`config.mk`:
```
export PLATFORM = sky130hd
export DESIGN_NAME = ravs_top
export DESIGN_NICKNAME = d
export VERILOG_FILES = /design/src/ravs_pkg.sv /design/src/ravs_top.sv /design/src/ravs_vec_addr.sv
export SDC_FILE = /design/constraint.sdc
export NUM_CORES = 1
export LEC_CHECK = 0
export ABC_AREA = 0
export ABC_CLOCK_PERIOD_IN_PS = 2300
export CAP_MARGIN = 10
export CORE_ASPECT_RATIO = 1.25
export CORE_UTILIZATION = 45
export CTS_BUF_LIST = sky130_fd_sc_hd__clkbuf_8
export DETAILED_ROUTE_END_ITERATION = 7
export DONT_BUFFER_PORTS = 1
export PLACE_DENSITY_LB_ADDON = 0.08
export SYNTH_ARGS = -nofsm -noshare
export SYNTH_HDL_FRONTEND = slang
export SYNTH_SLANG_ARGS = --single-unit
```
`constraint.sdc`:
```
create_clock -name mclk_i -period 2.3 [get_ports mclk_i]
set_input_delay 0.23 -clock mclk_i [delete_from_list [all_inputs] [get_ports mclk_i]]
set_output_delay 0.23 -clock mclk_i [all_outputs]
set_load 0.01 [all_outputs]
```
`src/ravs_pkg.sv`:
```
package ravs_pkg;

  // ----------------------------------------------------------------
  // Address widths and table layout
  // ----------------------------------------------------------------
  localparam int unsigned          PC_W           = 13;
  localparam int unsigned          VEC_W          = 5;
  localparam logic [VEC_W-1:0]     VEC_COUNT      = 5'h1a;
  localparam logic [PC_W-1:0]      RESET_ADDR     = 13'h0000;
  localparam logic [PC_W-1:0]      LOW_TABLE_BASE = 13'h0000;
  localparam logic [PC_W-1:0]      VEC_STRIDE     = 13'h0002;
  localparam logic [PC_W-1:0]      BOOT_START_DEF = 13'h1c00;

  // Fuse encoding: one means unprogrammed
  localparam logic                 FUSE_PROGRAMMED = 1'b0;

  // ----------------------------------------------------------------
  // Vector-change window
  // ----------------------------------------------------------------
  localparam logic [2:0]           CHANGE_WINDOW  = 3'h4;

  typedef enum logic [1:0] {
    RAVS_IDLE   = 2'b00,
    RAVS_OPEN   = 2'b01,
    RAVS_TRAIL  = 2'b11
  } ravs_state_e;

endpackage

```
`src/ravs_top.sv`:
```
`timescale 1ns/1ns
module ravs_top (
  // Clock and reset
  input  wire logic                         mclk_i,
  input  wire logic                         rst_n_i,
  // Fuses
  input  wire logic                         boot_reset_fuse_i,
  input  wire logic [ravs_pkg::PC_W-1:0]    boot_start_i,
  // Control register write and retire pulse from the core
  input  wire logic                         ctrl_we_i,
  input  wire logic                         vector_change_enable_i,
  input  wire logic                         vector_table_select_i,
  input  wire logic                         instr_done_i,
  // Interrupt request from the core's arbiter
  input  wire logic                         irq_req_i,
  input  wire logic [ravs_pkg::VEC_W-1:0]   irq_index_i,
  // Fetch logic
  output logic      [ravs_pkg::PC_W-1:0]    reset_addr_o,
  output logic      [ravs_pkg::PC_W-1:0]    vec_addr_o,
  output logic                              irq_take_o,
  output logic                              irq_block_o,
  output logic                              vector_table_select_o,
  output logic                              vector_change_enable_o
);

  typedef struct packed {
    ravs_pkg::ravs_state_e st;
    logic [2:0]            cnt;
    logic                  sel;
  } ravs_state_s;

  // Count step of the vector-change window
  localparam logic [2:0] CNT_ONE = 3'h1;

  ravs_state_s s_q;
  ravs_state_s s_d;
  logic [ravs_pkg::PC_W-1:0] vaddr;
  logic                      idx_ok;
  logic                      src_known;
  logic                      en_wr;
  logic                      sel_wr;
  logic                      win_last;

  // ----------------------------------------------------------------
  // Reset address
  // ----------------------------------------------------------------
  // Fuse is a static strap, so selection is combinational
  always_comb begin
    if (boot_reset_fuse_i == ravs_pkg::FUSE_PROGRAMMED) begin
      reset_addr_o = boot_start_i;
    end else begin
      reset_addr_o = ravs_pkg::RESET_ADDR;
    end
  end

  // ----------------------------------------------------------------
  // Control write decode
  // ----------------------------------------------------------------
  // The select bit is only taken from a write that clears the enable,
  // so a write that sets both bits cannot move the table by itself
  assign en_wr    = ctrl_we_i && vector_change_enable_i;
  assign sel_wr   = ctrl_we_i && !vector_change_enable_i;
  assign win_last = (s_q.cnt == CNT_ONE);

  // ----------------------------------------------------------------
  // Vector-change sequence
  // ----------------------------------------------------------------
  always_comb begin
    s_d = s_q;
    unique case (s_q.st)
      ravs_pkg::RAVS_IDLE: begin
        // The arming cycle itself counts as the first of the window
        if (en_wr) begin
          s_d.st  = ravs_pkg::RAVS_OPEN;
          s_d.cnt = ravs_pkg::CHANGE_WINDOW - CNT_ONE;
        end
      end
      ravs_pkg::RAVS_OPEN: begin
        // A second enable write here is ignored and the count runs on
        if (sel_wr) begin
          s_d.sel = vector_table_select_i;
          s_d.st  = ravs_pkg::RAVS_TRAIL;
        end else if (win_last) begin
          s_d.st  = ravs_pkg::RAVS_IDLE;
          s_d.cnt = 3'h0;
        end else begin
          s_d.cnt = s_q.cnt - CNT_ONE;
        end
      end
      ravs_pkg::RAVS_TRAIL: begin
        // Hold the block through the instruction after the write
        if (instr_done_i) begin
          s_d.st  = ravs_pkg::RAVS_IDLE;
          s_d.cnt = 3'h0;
        end
      end
      default: begin
        s_d.st  = ravs_pkg::RAVS_IDLE;
        s_d.cnt = 3'h0;
      end
    endcase
  end

  always_ff @(posedge mclk_i) begin
    if (!rst_n_i) begin
      s_q.st  <= ravs_pkg::RAVS_IDLE;
      s_q.cnt <= 3'h0;
      s_q.sel <= 1'b0;
    end else begin
      s_q <= s_d;
    end
  end

  // ----------------------------------------------------------------
  // Status outputs
  // ----------------------------------------------------------------
  // Blocking does not touch the core's global enable flag; the arming
  // write is blocked combinationally in its own cycle
  assign irq_block_o            = (s_q.st != ravs_pkg::RAVS_IDLE) ||
                                  en_wr;
  assign vector_table_select_o  = s_q.sel;
  assign vector_change_enable_o = (s_q.st == ravs_pkg::RAVS_OPEN);

  // ----------------------------------------------------------------
  // Vector address
  // ----------------------------------------------------------------
  ravs_vec_addr u_vec (
    .table_high_i (s_q.sel),
    .boot_start_i (boot_start_i),
    .vec_index_i  (irq_index_i),
    .vec_addr_o   (vaddr)
  );

  // ----------------------------------------------------------------
  // Source map
  // ----------------------------------------------------------------
  // Zero-based index of each source; index zero is the reset entry and
  // the nominal address of a source is twice its index.
  // T8A is the first 8-bit timer, T8B the second
  localparam logic [ravs_pkg::VEC_W-1:0] IDX_EXTERNAL_REQUEST_0     = 5'h01;
  localparam logic [ravs_pkg::VEC_W-1:0] IDX_EXTERNAL_REQUEST_1     = 5'h02;
  localparam logic [ravs_pkg::VEC_W-1:0] IDX_PIN_CHANGE_REQUEST_0   = 5'h03;
  localparam logic [ravs_pkg::VEC_W-1:0] IDX_PIN_CHANGE_REQUEST_1   = 5'h04;
  localparam logic [ravs_pkg::VEC_W-1:0] IDX_PIN_CHANGE_REQUEST_2   = 5'h05;
  localparam logic [ravs_pkg::VEC_W-1:0] IDX_WATCHDOG_TIMEOUT       = 5'h06;
  localparam logic [ravs_pkg::VEC_W-1:0] IDX_T8B_MATCH_A            = 5'h07;
  localparam logic [ravs_pkg::VEC_W-1:0] IDX_T8B_MATCH_B            = 5'h08;
  localparam logic [ravs_pkg::VEC_W-1:0] IDX_T8B_WRAP               = 5'h09;
  localparam logic [ravs_pkg::VEC_W-1:0] IDX_T16_CAPTURE            = 5'h0a;
  localparam logic [ravs_pkg::VEC_W-1:0] IDX_T16_MATCH_A            = 5'h0b;
  localparam logic [ravs_pkg::VEC_W-1:0] IDX_T16_MATCH_B            = 5'h0c;
  localparam logic [ravs_pkg::VEC_W-1:0] IDX_T16_WRAP               = 5'h0d;
  localparam logic [ravs_pkg::VEC_W-1:0] IDX_T8A_MATCH_A            = 5'h0e;
  localparam logic [ravs_pkg::VEC_W-1:0] IDX_T8A_MATCH_B            = 5'h0f;
  localparam logic [ravs_pkg::VEC_W-1:0] IDX_T8A_WRAP               = 5'h10;
  localparam logic [ravs_pkg::VEC_W-1:0] IDX_SPI_TRANSFER_DONE      = 5'h11;
  localparam logic [ravs_pkg::VEC_W-1:0] IDX_RX_COMPLETE            = 5'h12;
  localparam logic [ravs_pkg::VEC_W-1:0] IDX_TX_DATA_REGISTER_EMPTY = 5'h13;
  localparam logic [ravs_pkg::VEC_W-1:0] IDX_TX_COMPLETE            = 5'h14;
  localparam logic [ravs_pkg::VEC_W-1:0] IDX_ADC_DONE               = 5'h15;
  localparam logic [ravs_pkg::VEC_W-1:0] IDX_EEPROM_IDLE            = 5'h16;
  localparam logic [ravs_pkg::VEC_W-1:0] IDX_COMPARATOR             = 5'h17;
  localparam logic [ravs_pkg::VEC_W-1:0] IDX_TWO_WIRE_INTERFACE     = 5'h18;
  localparam logic [ravs_pkg::VEC_W-1:0] IDX_PROGRAM_STORE_READY    = 5'h19;

  always_comb begin
    src_known = 1'b0;
    unique case (irq_index_i)
      IDX_EXTERNAL_REQUEST_0:     src_known = 1'b1;
      IDX_EXTERNAL_REQUEST_1:     src_known = 1'b1;
      IDX_PIN_CHANGE_REQUEST_0:   src_known = 1'b1;
      IDX_PIN_CHANGE_REQUEST_1:   src_known = 1'b1;
      IDX_PIN_CHANGE_REQUEST_2:   src_known = 1'b1;
      IDX_WATCHDOG_TIMEOUT:       src_known = 1'b1;
      IDX_T8B_MATCH_A:            src_known = 1'b1;
      IDX_T8B_MATCH_B:            src_known = 1'b1;
      IDX_T8B_WRAP:               src_known = 1'b1;
      IDX_T16_CAPTURE:            src_known = 1'b1;
      IDX_T16_MATCH_A:            src_known = 1'b1;
      IDX_T16_MATCH_B:            src_known = 1'b1;
      IDX_T16_WRAP:               src_known = 1'b1;
      IDX_T8A_MATCH_A:            src_known = 1'b1;
      IDX_T8A_MATCH_B:            src_known = 1'b1;
      IDX_T8A_WRAP:               src_known = 1'b1;
      IDX_SPI_TRANSFER_DONE:      src_known = 1'b1;
      IDX_RX_COMPLETE:            src_known = 1'b1;
      IDX_TX_DATA_REGISTER_EMPTY: src_known = 1'b1;
      IDX_TX_COMPLETE:            src_known = 1'b1;
      IDX_ADC_DONE:               src_known = 1'b1;
      IDX_EEPROM_IDLE:            src_known = 1'b1;
      IDX_COMPARATOR:             src_known = 1'b1;
      IDX_TWO_WIRE_INTERFACE:     src_known = 1'b1;
      IDX_PROGRAM_STORE_READY:    src_known = 1'b1;
      default:                    src_known = 1'b0;
    endcase
  end

  // ----------------------------------------------------------------
  // Interrupt acceptance
  // ----------------------------------------------------------------
  // Index zero is the reset entry and is never taken as an interrupt;
  // the range guard keeps indices past the table out if the map grows
  assign idx_ok     = src_known && (irq_index_i < ravs_pkg::VEC_COUNT);
  assign irq_take_o = irq_req_i && idx_ok && !irq_block_o;
  assign vec_addr_o = irq_take_o ? vaddr : ravs_pkg::RESET_ADDR;

endmodule // ravs_top

```
`src/ravs_vec_addr.sv`:
```
`timescale 1ns/1ns
module ravs_vec_addr (
  // Selection
  input  wire logic                         table_high_i,
  input  wire logic [ravs_pkg::PC_W-1:0]    boot_start_i,
  input  wire logic [ravs_pkg::VEC_W-1:0]   vec_index_i,
  // Result
  output logic      [ravs_pkg::PC_W-1:0]    vec_addr_o
);

  logic [ravs_pkg::PC_W-1:0] base;
  logic [ravs_pkg::PC_W-1:0] offs;

  always_comb begin
    base = table_high_i ? boot_start_i : ravs_pkg::LOW_TABLE_BASE;
    // Index 0 is reset, so index n lands at n times the stride
    offs = ravs_pkg::PC_W'(vec_index_i) * ravs_pkg::VEC_STRIDE;
    vec_addr_o = base + offs;
  end

endmodule // ravs_vec_addr

```
; ---- Yosys cells after proc, flatten, opt, wreduce, memory -nomap -nowiden
; Memory sizes are Yosys's and may differ from the RTL's.
; Cells that the tools add are included.
[word_totals]
reg_bits = 6
mem_bits_ro = 32
wordCells = 37
memories = 1
[mem_list]
columns = memory, depth, width, rd, rd_clocked_by_memory_dff, write_ports, line
row1 = (name not given), 32, 1, 1, 0, 0, ravs_top.sv:168  ; unique case (irq_index_i)
[classes]
add_sub_neg = 2
order_cmp = 1
eq_ne = 7
n_mux = 10
n_reduce_logical = 13
[op_table]
columns = operator, n
row1 = $mux 13, 3
row2 = $pmux 5 s3, 1
row3 = $add 13x6->13, 1
row4 = $mux 5, 2
row5 = $mux 3, 2
row6 = $ne 2x2->1 const B, 3
row7 = $reduce_and 3->1, 2
row8 = $logic_and 1x1->1, 5
row9 = $lt 5x5->1 const B, 1
row10 = $mux 2, 2
row11 = $eq 3x1->1 const B, 1
row12 = $ne 3x1->1 const B, 1
row13 = $sub 3x1->3 const B, 1
row14 = $eq 2x1->1 const B, 1
row15 = $eq 2x2->1 const B, 1
row16 = $logic_not 1->1, 2
row17 = $logic_not 2->1, 1
row18 = $reduce_and 2->1, 1
row19 = $reduce_bool 2->1, 1
row20 = $logic_or 1x1->1, 1

; ---- Depth between registers and ports, before layout
; Gate-level depths: netlist of the first run.
[depth]
depth_word = 5
mapped_depth = 8
ltp_nobuf = 7

; ---- By module
; Synthesis of the first run repeated with hierarchy kept, for this count alone.
[unflattened]
hier_cells = 135
area_unflattened_um2 = 993.5
[by_module_without_submodules]
columns = mod, n_inst, cells_each, area_per_inst_um2, seq_area_each_um2
row1 = ravs_top, 1, 78, 566.8, 120.1
row2 = ravs_vec_addr, 1, 57, 426.7, 0.0

; ---- Worst setup path before layout of the first run
; Ideal clock, no wire load.
[synth_timing]
path_kind = register -> output
startpoint = register s_q (netlist bit vector_table_select_o)
endpoint = output port vec_addr_o[11] in the netlist's numbering
arrival_ns = 2.237
setup_slack_ns = -0.167
path_stages_with_launch = 9
cell_sequence = dfxtp_1 buf_2 and2_1 ha_1 fa_1 a211oi_1 o21bai_1 a31o_2 a21oi_1
[synth_via]
elab_chain_cells = 3
[synth_rtl]
columns = element, line
row1 = from (decl), ravs_top.sv:35  ; ravs_state_s s_q;
row2 = $mux 13, ravs_vec_addr.sv:15  ; base = table_high_i ? boot_start_i : ravs_pkg::LOW_TABLE_BASE;
row3 = $add 13x6->13, ravs_vec_addr.sv:18  ; vec_addr_o = base + offs;
row4 = $mux 13, ravs_top.sv:205  ; assign vec_addr_o = irq_take_o ? vaddr : ravs_pkg::RESET_ADDR;
row5 = to (decl), ravs_top.sv:19  ; output logic [ravs_pkg::PC_W-1:0] vec_addr_o,
; Every way passes these cells.

; ---- Worst setup path after layout of the first run
[layout_timing]
startpoint = register s_q (netlist bit vector_table_select_o)
endpoint = output port vec_addr_o[12] in the netlist's numbering
; The elaborated chain is that of the path after synthesis.

==> results by group, run 1 <==
STA
  • Max_slew headroom: 0.719
  • Final hold vios: 0
  • Clock skew: 0.000667 ns
  • Final setup fails: 0
  • Part of the cycle the worst path needs: 0.997
  • Tmin final: 2.29 ns
  • Fmax: 436 MHz
  • RSZ-0062 raised after global routing: true
  • Worst-Margin Slew: 0.421 ns
  • Fin. max-slew vios: 0

Route
  • Vias/cell: 6.42
  • Length of the first detailed-routing pass in iterations: 6
  • DRC viols: 0
  • Via count: 1001
  • Routed Antenna Nets: 0
  • DR WL/cell: 16.9 um
  • Final wirelength: 2.64 mm
  • Initial DRC Count: 17

Critical path
  • Slowest-stage cell, CP: or4_4
  • Crit Path Category: reg -> out
  • Startpoint Class: flop
  • Worst endpoint data arrival time: 2.06 ns
  • Max stage delay on crit path: 0.55 ns
  • CP Max Fanout: 6
  • Setup crit end kind: primary output
  • Worst-path cell chain: and2_1 > ha_4 > o21ai_2 > o21a_2 > or4_4 > a21oi_4
  • CP Data Required Time: 2.07 ns

Power and ir drop
  • Reg power frac: 0.290
  • Pwr dens: 330 nW/um^2
  • Switching fraction of total power: 0.310
  • Clock share of power: 0.393
  • Worst vdd ir: 0.342 mV
  • Comb pwr share: 0.317
  • Internal power: 279 uW
  • Leakage dissipation: 0.473 nW
  • Switch Pwr: 125 uW

Die
  • Core box area: 1850 sq um
  • Die Width: 42.4 um
  • Starting Density: 0.496
  • Number of placed I/O pins: 56
  • Die area: 2230 sq um
  • Die H: 52.5 um
  • Row count: 17

GRT
  • Initial antenna violation count: 0
  • Global route overflow: 0
  • First-pass GRT wire length: 4.25 mm
  • Vias in the first global route: 993
  • Gr usage total: 0.250
  • Largest net degree at the start of global routing: 14

Logic synthesis
  • Top-area cell type share of the netlist area: 0.131
  • Mapped Nets: 161
  • Avg Cell Area, Syn: 7.23 sq um
  • Synth Cell Area: 918 sq um
  • FFs w/ async S/R, synth: 0
  • Main flop type after synthesis: dfxtp_1
  • Cell count after synthesis: 127
  • Synth unique cells: 38
  • Synth warn: 0
  • Cell taking the most area after synthesis: dfxtp_1
  • EDFF count, synth: 0
  • Synth Register Bits: 6
  • Post-synthesis sequential area ratio: 0.131
  • Ranking of synthesized cells by area: dfxtp_1 (13%), nor2b_1 (11%), ha_1 (9.5%)

Layout
  • Ratio of cells with drive above 1 in the final layout: 0.328
  • Fin nets: 173
  • Syn-to-layout area delta: 33.5%
  • Finished Layout Cells: 156
  • Diode count: 0
  • Final Cell Area: 1230 sq um

Clock network
  • Worst skew pair latency: 0.22 ns
  • Clk slew on worst S/H paths: 0.03 ns
  • Htree depth: 1
  • Inserted Clock Buffers: 3
  • Clk buf depth: 2
  • TritonCTS clock tree: yes
  • Root Buffer: clkbuf_8
  • Clk sinks: 6
  • Hold buffers post-CTS: 0

Hold path
  • Worst min path class: in -> reg

Placed design
  • Placed cells: 148
  • Placed Area: 983 sq um
  • Placer Congestion: 0.766
  • # port buffers: 0
  • Post-DP HPWL: 1.99 mm

Outcome
  • Status: finished, final reports clean

Job
  • Max_cap viols: 0
## cell type report
cell class                      instances  area (sq um)
Multi-Input combinational cell        112           936
Fill cell                             169           624
Sequential cell                         6           124
Timing Repair Buffer                    9          75.1
Clock buffer                            3          41.3
Inverter                                7          26.3
Tap cell                               19          23.8
## layer usage
| layer | routed length, um | global-route usage | vias up |
|---|---|---|---|
| met5 | 0 | 0 | - |
| met4 | 41 | 0.104 | 0 |
| met3 | 95 | 0.0241 | 5 |
| met2 | 1550 | 0.505 | 38 |
| met1 | 954 | 0.256 | 471 |
| li1 | - | - | 487 |
## layout by cell type, fill, tap and decap left out, drive strengths merged, types with 3 or more instances in the layout
cell type and count:
a211oi 6, a21oi 8, and2 5, and3 5, buf 9, clkbuf 3, dfxtp 6, ha 7
inv 7, mux2i 5, nand2 9, nand3 3, nand4 3, nor2 9, nor2b 16, nor3 3
o21ai 7
## critical path, delay by kind of cell (launching register included)
family / cells / cell delay, ns
and+or+nand+nor: 2 / 0.71
AOI/OAI and AO/OA: 3 / 0.49
DFF: 1 / 0.35
adders and majority gates: 1 / 0.28
## cells by family after synthesis
family	Yosys count	share of synthesized area
muxes	6	0.0668
adders and majority gates	8	0.117
buffers and inverters	9	0.0381
xor gates and xnor gates	1	0.00954
and+or+nand+nor	60	0.365
AOI/OAI and AO/OA	37	0.272
DFF	6	0.131
## power groups by stage
stage / Clock, mW / Combinational [mW] / Sequential (mW)
2_1_floorplan: 0 / 0.0881 / 0.118
3_3_place_gp: 0 / 0.107 / 0.119
3_5_place_dp: 0 / 0.108 / 0.120
4_1_cts: 0.160 / 0.121 / 0.117
5_1_grt: 0.165 / 0.143 / 0.119
6_report: 0.159 / 0.128 / 0.117
## repair_timing
item	4_1_cts	5_1_grt
setup buffers	5	0
gates cloned	0	0
endpoints found under the setup margin	6	9
resized for setup	22	12
pin swaps	11	9
## synth_stat cells (all sizes together) (2+ instances only)
cell    instances
dfxtp           6
a31o            2
nand3           3
inv             7
a21boi          2
or4             2
and2            5
a21o            2
nor2b          16
nor2            9
nor3            3
a21oi           8
o21ai           7
o31ai           2
and3            5
mux2i           5
nand2b          2
ha              7
o21bai          2
a211oi          6
nand2           9
nand4           3
## path summary, 6_finish.rpt
| path | start | to | slack (ns) | cells past startpoint |
|---|---|---|---|---|
| worst max-delay path | vector_table_select_o | vec_addr_o[12] | 0.007 | 6 |
| worst min-delay path | rst_n_i | vector_table_select_o | 0.14 | 1 |
| worst max register to register | s_q[4] | s_q[3] | 1.02 | 4 |
| worst min register to register | s_q[2] | s_q[2] | 0.51 | 2 |
## flip-flops by register name, indices dropped and copies added, names as in the netlist
signal                 count
s_q                        5
vector_table_select_o      1
## per-stage QoR
step                TNS [ns]   util  total power [mW]  hold slack (ns)  setup WS (ns)
floorplan                  0      -             0.206            0.358         0.0305
global placement           0  0.531             0.226            0.364          0.140
detailed placement         0  0.531             0.228            0.368         0.0901
CTS                 -0.00422  0.633             0.397            0.139       -0.00422
global route         -0.0950  0.663             0.427            0.136        -0.0447
finish                     0  0.663             0.405            0.136        0.00675
No activity file was read; power rests on OpenSTA's default activity.
==> run 2, diff against run 1 <==
ABC_CLOCK_PERIOD_IN_PS = 2050   (was 2300)
clock period = 2.05 ns   (was 2.3 ns; I/O delays follow)
==> run 2 against run 1 <==
Against the previous run: largest power group unchanged; design area rose by 5.4%; sequential cell count did not move; register-to-register slack got worse by 0.22 ns; clock skew rose by 0.0027 ns; global-route usage fell by 0.67 points; power rose by 14%; clock power rose by 13%; sequential share of layout area fell by 0.52 points; via count rose by 3.3%; first-iteration DRC count rose by 12%; critical path type unchanged; the flow now finishes with violations (negative setup slack); highest routed layer unchanged; critical path depth rose by 1.
==> results by group, run 2 (synthesized netlist as in run 1, its figures left out) <==
Clock network
  • Inserted Clock Buffers: 3 (unchanged)
  • Clk sinks: 6 (unchanged)
  • Clk slew on worst S/H paths: 0.04 ns (was 0.03 ns)
  • Root Buffer: clkbuf_8 (unchanged)
  • Worst skew pair latency: 0.22 ns (about the same)
  • Htree depth: 1 (unchanged)
  • Hold buffers post-CTS: 0 (unchanged)
  • Clk buf depth: 2 (unchanged)
  • TritonCTS clock tree: yes (unchanged)

Placed design
  • DP Worst Slack: -0.0730 ns (was 0.0901 ns)
  • Post-DP HPWL: 2.08 mm (was 1.99 mm)
  • Placer Congestion: 0.857 (was 0.766)
  • Placed Area: 1100 sq um (was 983 sq um)
  • # port buffers: 0 (unchanged)

Die
  • Die area: 2230 sq um (unchanged)
  • Row count: 17 (unchanged)
  • Core box area: 1850 sq um (unchanged)
  • Die Width: 42.4 um (unchanged)
  • Starting Density: 0.496 (unchanged)
  • Number of placed I/O pins: 56 (unchanged)
  • Die H: 52.5 um (unchanged)

STA
  • Worst-Margin Slew: 0.318 ns (was 0.421 ns)
  • Tmin final: 2.24 ns
  • Part of the cycle the worst path needs: 1.09
  • Final hold vios: 0 (unchanged)
  • Final setup fails: 8 (was 0)
  • RSZ-0062 raised after global routing: true (unchanged)
  • Fmax: 447 MHz
  • Fin. max-slew vios: 0 (unchanged)
  • Final setup margin: -0.185 ns (was 0.00675 ns)
  • Clock skew: 0.00341 ns (was 0.000667 ns)
  • Max_slew headroom: 0.787 (was 0.719)

Route
  • Vias/cell: 6.34 (was 6.42)
  • DRC viols: 0 (unchanged)
  • Via count: 1034 (was 1001)
  • Initial DRC Count: 19 (was 17)
  • Routed Antenna Nets: 0 (unchanged)
  • Final wirelength: 2.84 mm (was 2.64 mm)
  • DR WL/cell: 17.4 um (was 16.9 um)
  • Length of the first detailed-routing pass in iterations: 4 (was 6)

Critical path
  • CP top delay family: compound AO/OA/AOI/OAI gates (was simple AND/OR/NAND/NOR gates)
  • Reg2reg setup slack: 0.80 ns (was 1.02 ns)
  • Startpoint Class: flop (unchanged)
  • Setup crit end kind: primary output (unchanged)
  • CP Data Required Time: 1.85 ns (was 2.07 ns)
  • Slowest-stage cell, CP: fa_2 (was or4_4)
  • CP Max Fanout: 6 (unchanged)
  • Worst R2R Path Depth: 5 (was 4)
  • Worst endpoint data arrival time: 2.03 ns (was 2.06 ns)
  • Reg2Reg Launch Point: s_q[1] (was s_q[4])
  • Max stage delay on crit path: 0.37 ns (was 0.55 ns)
  • Crit Path Category: reg -> out (unchanged)
  • Critical R2R Capture: s_q[2] (was s_q[3])
  • CP Buf/Inv Count: 0 (unchanged)
  • Worst-path cell chain: and2_4 > ha_4 > fa_2 > a211oi_4 > o21bai_2 > a31o_2 > a21oi_2 (was and2_1 > ha_4 > o21ai_2 > o21a_2 > or4_4 > a21oi_4)

Power and ir drop
  • Leakage dissipation: 0.511 nW (was 0.473 nW)
  • Worst vdd ir: 0.603 mV (was 0.342 mV)
  • Overall power: 462 uW (was 405 uW)
  • Pwr dens: 357 nW/um^2 (was 330 nW/um^2)

GRT
  • Gr usage total: 0.243 (was 0.250)
  • Largest net degree at the start of global routing: 14 (unchanged)
  • First-pass GRT wire length: 4.20 mm (was 4.25 mm)
  • Initial antenna violation count: 0 (unchanged)
  • Vias in the first global route: 963 (was 993)
  • Global route overflow: 0 (unchanged)

Outcome
  • Status: finished with violations (was finished, final reports clean)
  • Failing checks: negative setup slack

Layout
  • Commonest non-fill, non-tap cell in the layout: nor2b_1 (unchanged)
  • Diode count: 0 (unchanged)
  • Register area: 124 sq um (unchanged)
  • Max reg flops: 5 (unchanged)
  • Multi-input gate area: 957 sq um (was 936 sq um)
  • Final Cell Area: 1290 sq um (was 1230 sq um)
  • Fin nets: 179 (was 173)
  • Most frequent cells in the layout: nor2b_1 (16), buf_4 (14), nor2_1 (9) (was nor2b_1 (16), nor2_1 (9), nand2_1 (9))
  • Syn-to-layout area delta: 40.7% (was 33.5%)
  • Ratio of cells with drive above 1 in the final layout: 0.389 (was 0.328)
  • # fillers: 157 (was 169)
  • Largest register by flop count: s_q (unchanged)

Hold path
  • Worst min path class: in -> reg (unchanged)
  • HP Start: rst_n_i (unchanged)
  • WHS Endpoint: vector_table_select_o (unchanged)
  • Hold Path Depth: 1 (unchanged)

Job
  • Max_cap viols: 0 (unchanged)
-- run 2: worst max path at each step --
stage,start,to,slack (ns),cells past startpoint
floorplan,vector_table_select_o,vec_addr_o[11],-0.14,8
global placement,vector_table_select_o,vec_addr_o[11],-0.01,7
detailed placement,vector_table_select_o,vec_addr_o[11],-0.07,7
CTS,vector_table_select_o,vec_addr_o[11],-0.19,7
global route,vector_table_select_o,vec_addr_o[7],-0.24,7
finish,vector_table_select_o,vec_addr_o[11],-0.19,7
-- run 2: worst reg2reg max path, cell delays in order, from the launching register on --
cell	delay [ns]
dfxtp_1	0.36
inv_1	0.06
ha_1	0.29
a211oi_1	0.30
a21oi_1	0.07
nor2b_1	0.11
-- run 2: timing repair --
| action | CTS | global route |
|---|---|---|
| setup buffers | 2 | 0 |
| pin swaps | 12 | 6 |
| setup endpoints to repair | 9 | 10 |
| gates resized for setup | 17 | 12 |
-- run 2: report_power, final --
| group | switching [mW] | internal, mW | leakage [nW] |
|---|---|---|---|
| clock | 0.0506 | 0.129 | 0.0269 |
| sequential | 0.00760 | 0.124 | 0.0499 |
| combinational | 0.0829 | 0.0682 | 0.434 |
-- run 2: cell type report --
cell class,instances,area share
inverter,7,0.0203
multi-input combinational,112,0.741
clock inverter,1,0.00290
timing repair buffer,15,0.0900
sequential,6,0.0958
clock buffer,3,0.0319
tap,19,0.0184
-- run 2: per-layer routing --
metal	GRT usage	part of all wire	wire [um]
met5	0	0	0
met3	0.0379	0.035	98
met1	0.270	0.40	1130
met4	0.0208	0.0085	24
met2	0.495	0.56	1580
-- run 2: per-stage QoR --
| stage | instances | setup TNS, ns | util | hold slack [ns] |
|---|---|---|---|---|
| finish | 163 | -1.08 | 0.698 | 0.126 |
| global route | 163 | -1.49 | 0.698 | 0.133 |
| CTS | 163 | -1.05 | 0.667 | 0.129 |
| detailed placement | 157 | -0.189 | 0.593 | 0.353 |
| global placement | 157 | -0.0362 | 0.593 | 0.345 |
| floorplan | 127 | -0.493 | - | 0.332 |
==> run 3, diff against run 2 <==
ABC_AREA = 1   (was 0)
PLACE_DENSITY = 0.59   (was default)
PLACE_DENSITY_LB_ADDON = default   (was 0.08)
==> run 3 against run 2 <==
Against the previous run: the run now ends clean; sequential share of layout area increased by 0.48 points; clock-buffer cell count unchanged; first-iteration DRC count decreased by 58%; design area decreased by 4.7%; register-to-register slack about the same; non-clock buffer count decreased by 14; via count increased by 13%; global-route usage decreased by 1.6 points; power increased by 4.4%; sequential cell count unchanged; clock skew decreased by 0.0026 ns; maximum frequency increased by 12%; largest power group unchanged; highest routed layer unchanged.
==> results by group, run 3 <==
Layout
  • Largest register by flop count: s_q (unchanged)
  • Final Cell Area: 1230 sq um (was 1290 sq um)
  • Fin nets: 239 (was 179)
  • Register area: 124 sq um (unchanged)
  • Syn-to-layout area delta: 12.6% (was 40.7%)
  • Commonest non-fill, non-tap cell in the layout: nand2_1 (was nor2b_1)
  • Most frequent cells in the layout: nand2_1 (44), nor2_1 (38), inv_1 (37) (was nor2b_1 (16), buf_4 (14), nor2_1 (9))
  • Final core occ: 0.545 (was 0.698)
  • Ratio of cells with drive above 1 in the final layout: 0.187 (was 0.389)
  • Multi-input gate area: 866 sq um (was 957 sq um)
  • Max reg flops: 5 (unchanged)
  • Diode count: 0 (unchanged)
  • # fillers: 258 (was 157)

Logic synthesis
  • Xor/xnor share of the synthesized area: 0.0160 (was 0.00954)
  • Synth warn: 0 (unchanged)
  • Mapped Nets: 236 (was 161)
  • Most frequent cell after synthesis: nand2_1 (was nor2b_1)
  • Avg Cell Area, Syn: 5.41 sq um (was 7.23 sq um)
  • Cell taking the most area after synthesis: nand2_1 (was dfxtp_1)
  • EDFF count, synth: 0 (unchanged)
  • Synth Register Bits: 6 (unchanged)
  • Ranking of synthesized cells by area: nand2_1 (16%), nor2_1 (15%), inv_1 (13%) (was dfxtp_1 (13%), nor2b_1 (11%), ha_1 (9.5%))
  • Post-synthesis sequential area ratio: 0.110 (was 0.131)
  • Cell count after synthesis: 202 (was 127)
  • Top-area cell type share of the netlist area: 0.161 (was 0.131)
  • Synth top cells by count: nand2_1 (47), nor2_1 (44), inv_1 (38), nand3_1 (16), a21oi_1 (13) (was nor2b_1 (16), nand2_1 (9), nor2_1 (9), a21oi_1 (8))
  • FFs w/ async S/R, synth: 0 (unchanged)
  • Synth Cell Area: 1090 sq um (was 918 sq um)
  • Synth unique cells: 29 (was 38)
  • Adder-Cell Fraction of Synth Area: 0.0984 (was 0.117)
  • Post-synthesis simple-gate area fraction: 0.530 (was 0.365)
  • Synth Area in Compound Gates: 0.0870 (was 0.272)
  • Largest family of logic cells by synthesized area: simple AND/OR/NAND/NOR gates (unchanged)
  • Mux cell area share after synthesis: 0 (was 0.0668)
  • Main flop type after synthesis: dfxtp_1 (unchanged)

Route
  • DR WL/cell: 11.7 um (was 17.4 um)
  • Initial DRC Count: 8 (was 19)
  • Length of the first detailed-routing pass in iterations: 4 (unchanged)
  • DRC viols: 0 (unchanged)
  • Via count: 1168 (was 1034)
  • Routed Antenna Nets: 0 (unchanged)
  • Final wirelength: 2.73 mm (was 2.84 mm)
  • Vias/cell: 4.99 (was 6.34)

Critical path
  • CP Data Required Time: 1.85 ns (about the same)
  • Slowest-stage cell, CP: dfxtp_4 (was fa_2)
  • Worst endpoint data arrival time: 1.80 ns (was 2.03 ns)
  • Worst-path cell chain: nand2_2 > inv_2 > ha_4 > fa_2 > nand2_2 > nand2_1 > nand3b_1 > nand2_1 > nand3_1 > nand2_1 > nor2_2 (was and2_4 > ha_4 > fa_2 > a211oi_4 > o21bai_2 > a31o_2 > a21oi_2)
  • Setup crit end kind: primary output (unchanged)
  • Startpoint Class: flop (unchanged)
  • CP Buf/Inv Count: 1 (was 0)
  • Crit Path Category: reg -> out (unchanged)
  • CP top delay family: simple AND/OR/NAND/NOR gates (was compound AO/OA/AOI/OAI gates)
  • CP Max Fanout: 7 (was 6)
  • Max stage delay on crit path: 0.36 ns (was 0.37 ns)
  • Top cell by count, worst path: nand2_1

STA
  • Fin. max-slew vios: 0 (unchanged)
  • Final setup margin: 0.0464 ns (was -0.185 ns)
  • Part of the cycle the worst path needs: 0.977 (was 1.09)
  • Final setup fails: 0 (was 8)
  • RSZ-0062 raised after global routing: true (unchanged)
  • Final hold vios: 0 (unchanged)
  • Max_slew headroom: 0.773 (was 0.787)
  • Fmax: 499 MHz (was 447 MHz)
  • Worst-Margin Slew: 0.340 ns (was 0.318 ns)
  • Clock skew: 0.000766 ns (was 0.00341 ns)
  • Tmin final: 2.00 ns (was 2.24 ns)

Power and ir drop
  • Reg power frac: 0.282 (was 0.285)
  • Worst vdd ir: 0.439 mV (was 0.603 mV)
  • Clock share of power: 0.369 (was 0.388)
  • Leakage dissipation: 0.668 nW (was 0.511 nW)
  • Overall power: 482 uW (was 462 uW)
  • Pwr dens: 392 nW/um^2 (was 357 nW/um^2)
  • Switching fraction of total power: 0.354 (was 0.306)
  • Comb pwr share: 0.349 (was 0.327)
  • Switch Pwr: 171 uW (was 141 uW)
  • Internal power: 311 uW (was 321 uW)

GRT
  • Largest net degree at the start of global routing: 15 (was 14)
  • Global route overflow: 0 (unchanged)
  • Vias in the first global route: 1117 (was 963)
  • First-pass GRT wire length: 4.42 mm (was 4.20 mm)
  • Gr usage total: 0.227 (was 0.243)
  • Initial antenna violation count: 0 (unchanged)

Placed design
  • DP Worst Slack: 0.130 ns (was -0.0730 ns)
  • # port buffers: 0 (unchanged)
  • Post-DP HPWL: 2.31 mm (was 2.08 mm)
  • Placer Congestion: 0.810 (was 0.857)
  • Placed Area: 1120 sq um (was 1100 sq um)

Die
  • Die Width: 46.1 um (was 42.4 um)
  • Starting Density: 0.484 (was 0.496)
  • Core box area: 2260 sq um (was 1850 sq um)
  • Row count: 19 (was 17)
  • Die area: 2630 sq um (was 2230 sq um)
  • Number of placed I/O pins: 56 (unchanged)
  • Die H: 57.1 um (was 52.5 um)

Clock network
  • Clk sinks: 6 (unchanged)
  • TritonCTS clock tree: yes (unchanged)
  • Clk slew on worst S/H paths: 0.03 ns (was 0.04 ns)
  • Hold buffers post-CTS: 0 (unchanged)
  • Inserted Clock Buffers: 3 (unchanged)
  • Clk buf depth: 2 (unchanged)
  • Worst skew pair latency: 0.23 ns (was 0.22 ns)
  • Htree depth: 1 (unchanged)
  • Root Buffer: clkbuf_8 (unchanged)

Outcome
  • Status: finished, final reports clean (was finished with violations)

Hold path
  • Worst min path class: in -> reg (unchanged)

Job
  • Max_cap viols: 0 (unchanged)
-- run 3: changes by cell type after synthesis, sizes merged, moves of 3 or more --
cell,change
a211oi,-6
a21oi,+5
and2,-4
and3,-5
inv,+34
mux2i,-5
nand2,+42
nand3,+14
nand3b,+3
nor2,+39
nor2b,-16
o21ai,-4
-- run 3: power by group through the flow --
stage	Combinational [mW]	Sequential [mW]	Clock [mW]
3_5_place_dp	0.162	0.139	0
2_1_floorplan	0.141	0.136	0
6_report	0.168	0.136	0.178
5_1_grt	0.192	0.138	0.183
3_3_place_gp	0.160	0.137	0
4_1_cts	0.164	0.137	0.184
-- run 3: area by class of cell --
| type | count | share of cell area |
|---|---|---|
| clock buffer | 3 | 0.0335 |
| inverter | 41 | 0.125 |
| multi-input combinational | 152 | 0.703 |
| sequential | 6 | 0.101 |
| tap | 31 | 0.0315 |
| timing repair buffer | 1 | 0.00610 |
-- run 3: worst reg2reg max path, delay by kind of cell, from the launching register on --
family                     cells  cell delay, ns
and+or+nand+nor                4            0.44
DFF                            1            0.39
adders and majority gates      1            0.21
buffers and inverters          1            0.06
AOI/OAI and AO/OA              1            0.05
-- run 3: path summary, 6_finish.rpt --
path / startpoint / depth (start not counted) / slack (ns) / endpoint
max: vector_table_select_o / 11 / 0.05 / vec_addr_o[11]
min: rst_n_i / 2 / 0.12 / vector_table_select_o
max reg2reg: s_q[1] / 7 / 0.79 / s_q[3]
min reg2reg: s_q[2] / 2 / 0.46 / s_q[2]
-- run 3: cell families (layout without fill, tap and decap cells) --
kind of cell | count (synthesis) | after routing
adders and majority gates | 8 | 8
DFF | 6 | 6
and+or+nand+nor | 126 | 126
AOI/OAI and AO/OA | 16 | 16
buffers and inverters | 44 | 45
xor gates and xnor gates | 2 | 2
-- run 3: what timing repair did --
| action | in CTS | in global routing |
|---|---|---|
| resized for setup | 4 | 12 |
| buffers inserted | 0 | 0 |
| gates cloned | 0 | 0 |
| setup endpoints to repair | 4 | 7 |
| pin swaps | 1 | 1 |
-- run 3: routing by layer --
layer  track usage  part of all wire
met1         0.224              0.38
met2         0.429              0.55
met4         0.101             0.018
met5             0                 0
met3        0.0443             0.052
-- run 3: metrics by stage --
stage	cells	TNS, ns	hold WS [ns]
CTS	234	0	0.113
floorplan	202	0	0.341
finish	234	0	0.116
global placement	231	0	0.360
detailed placement	231	0	0.360
global route	234	-0.135	0.133
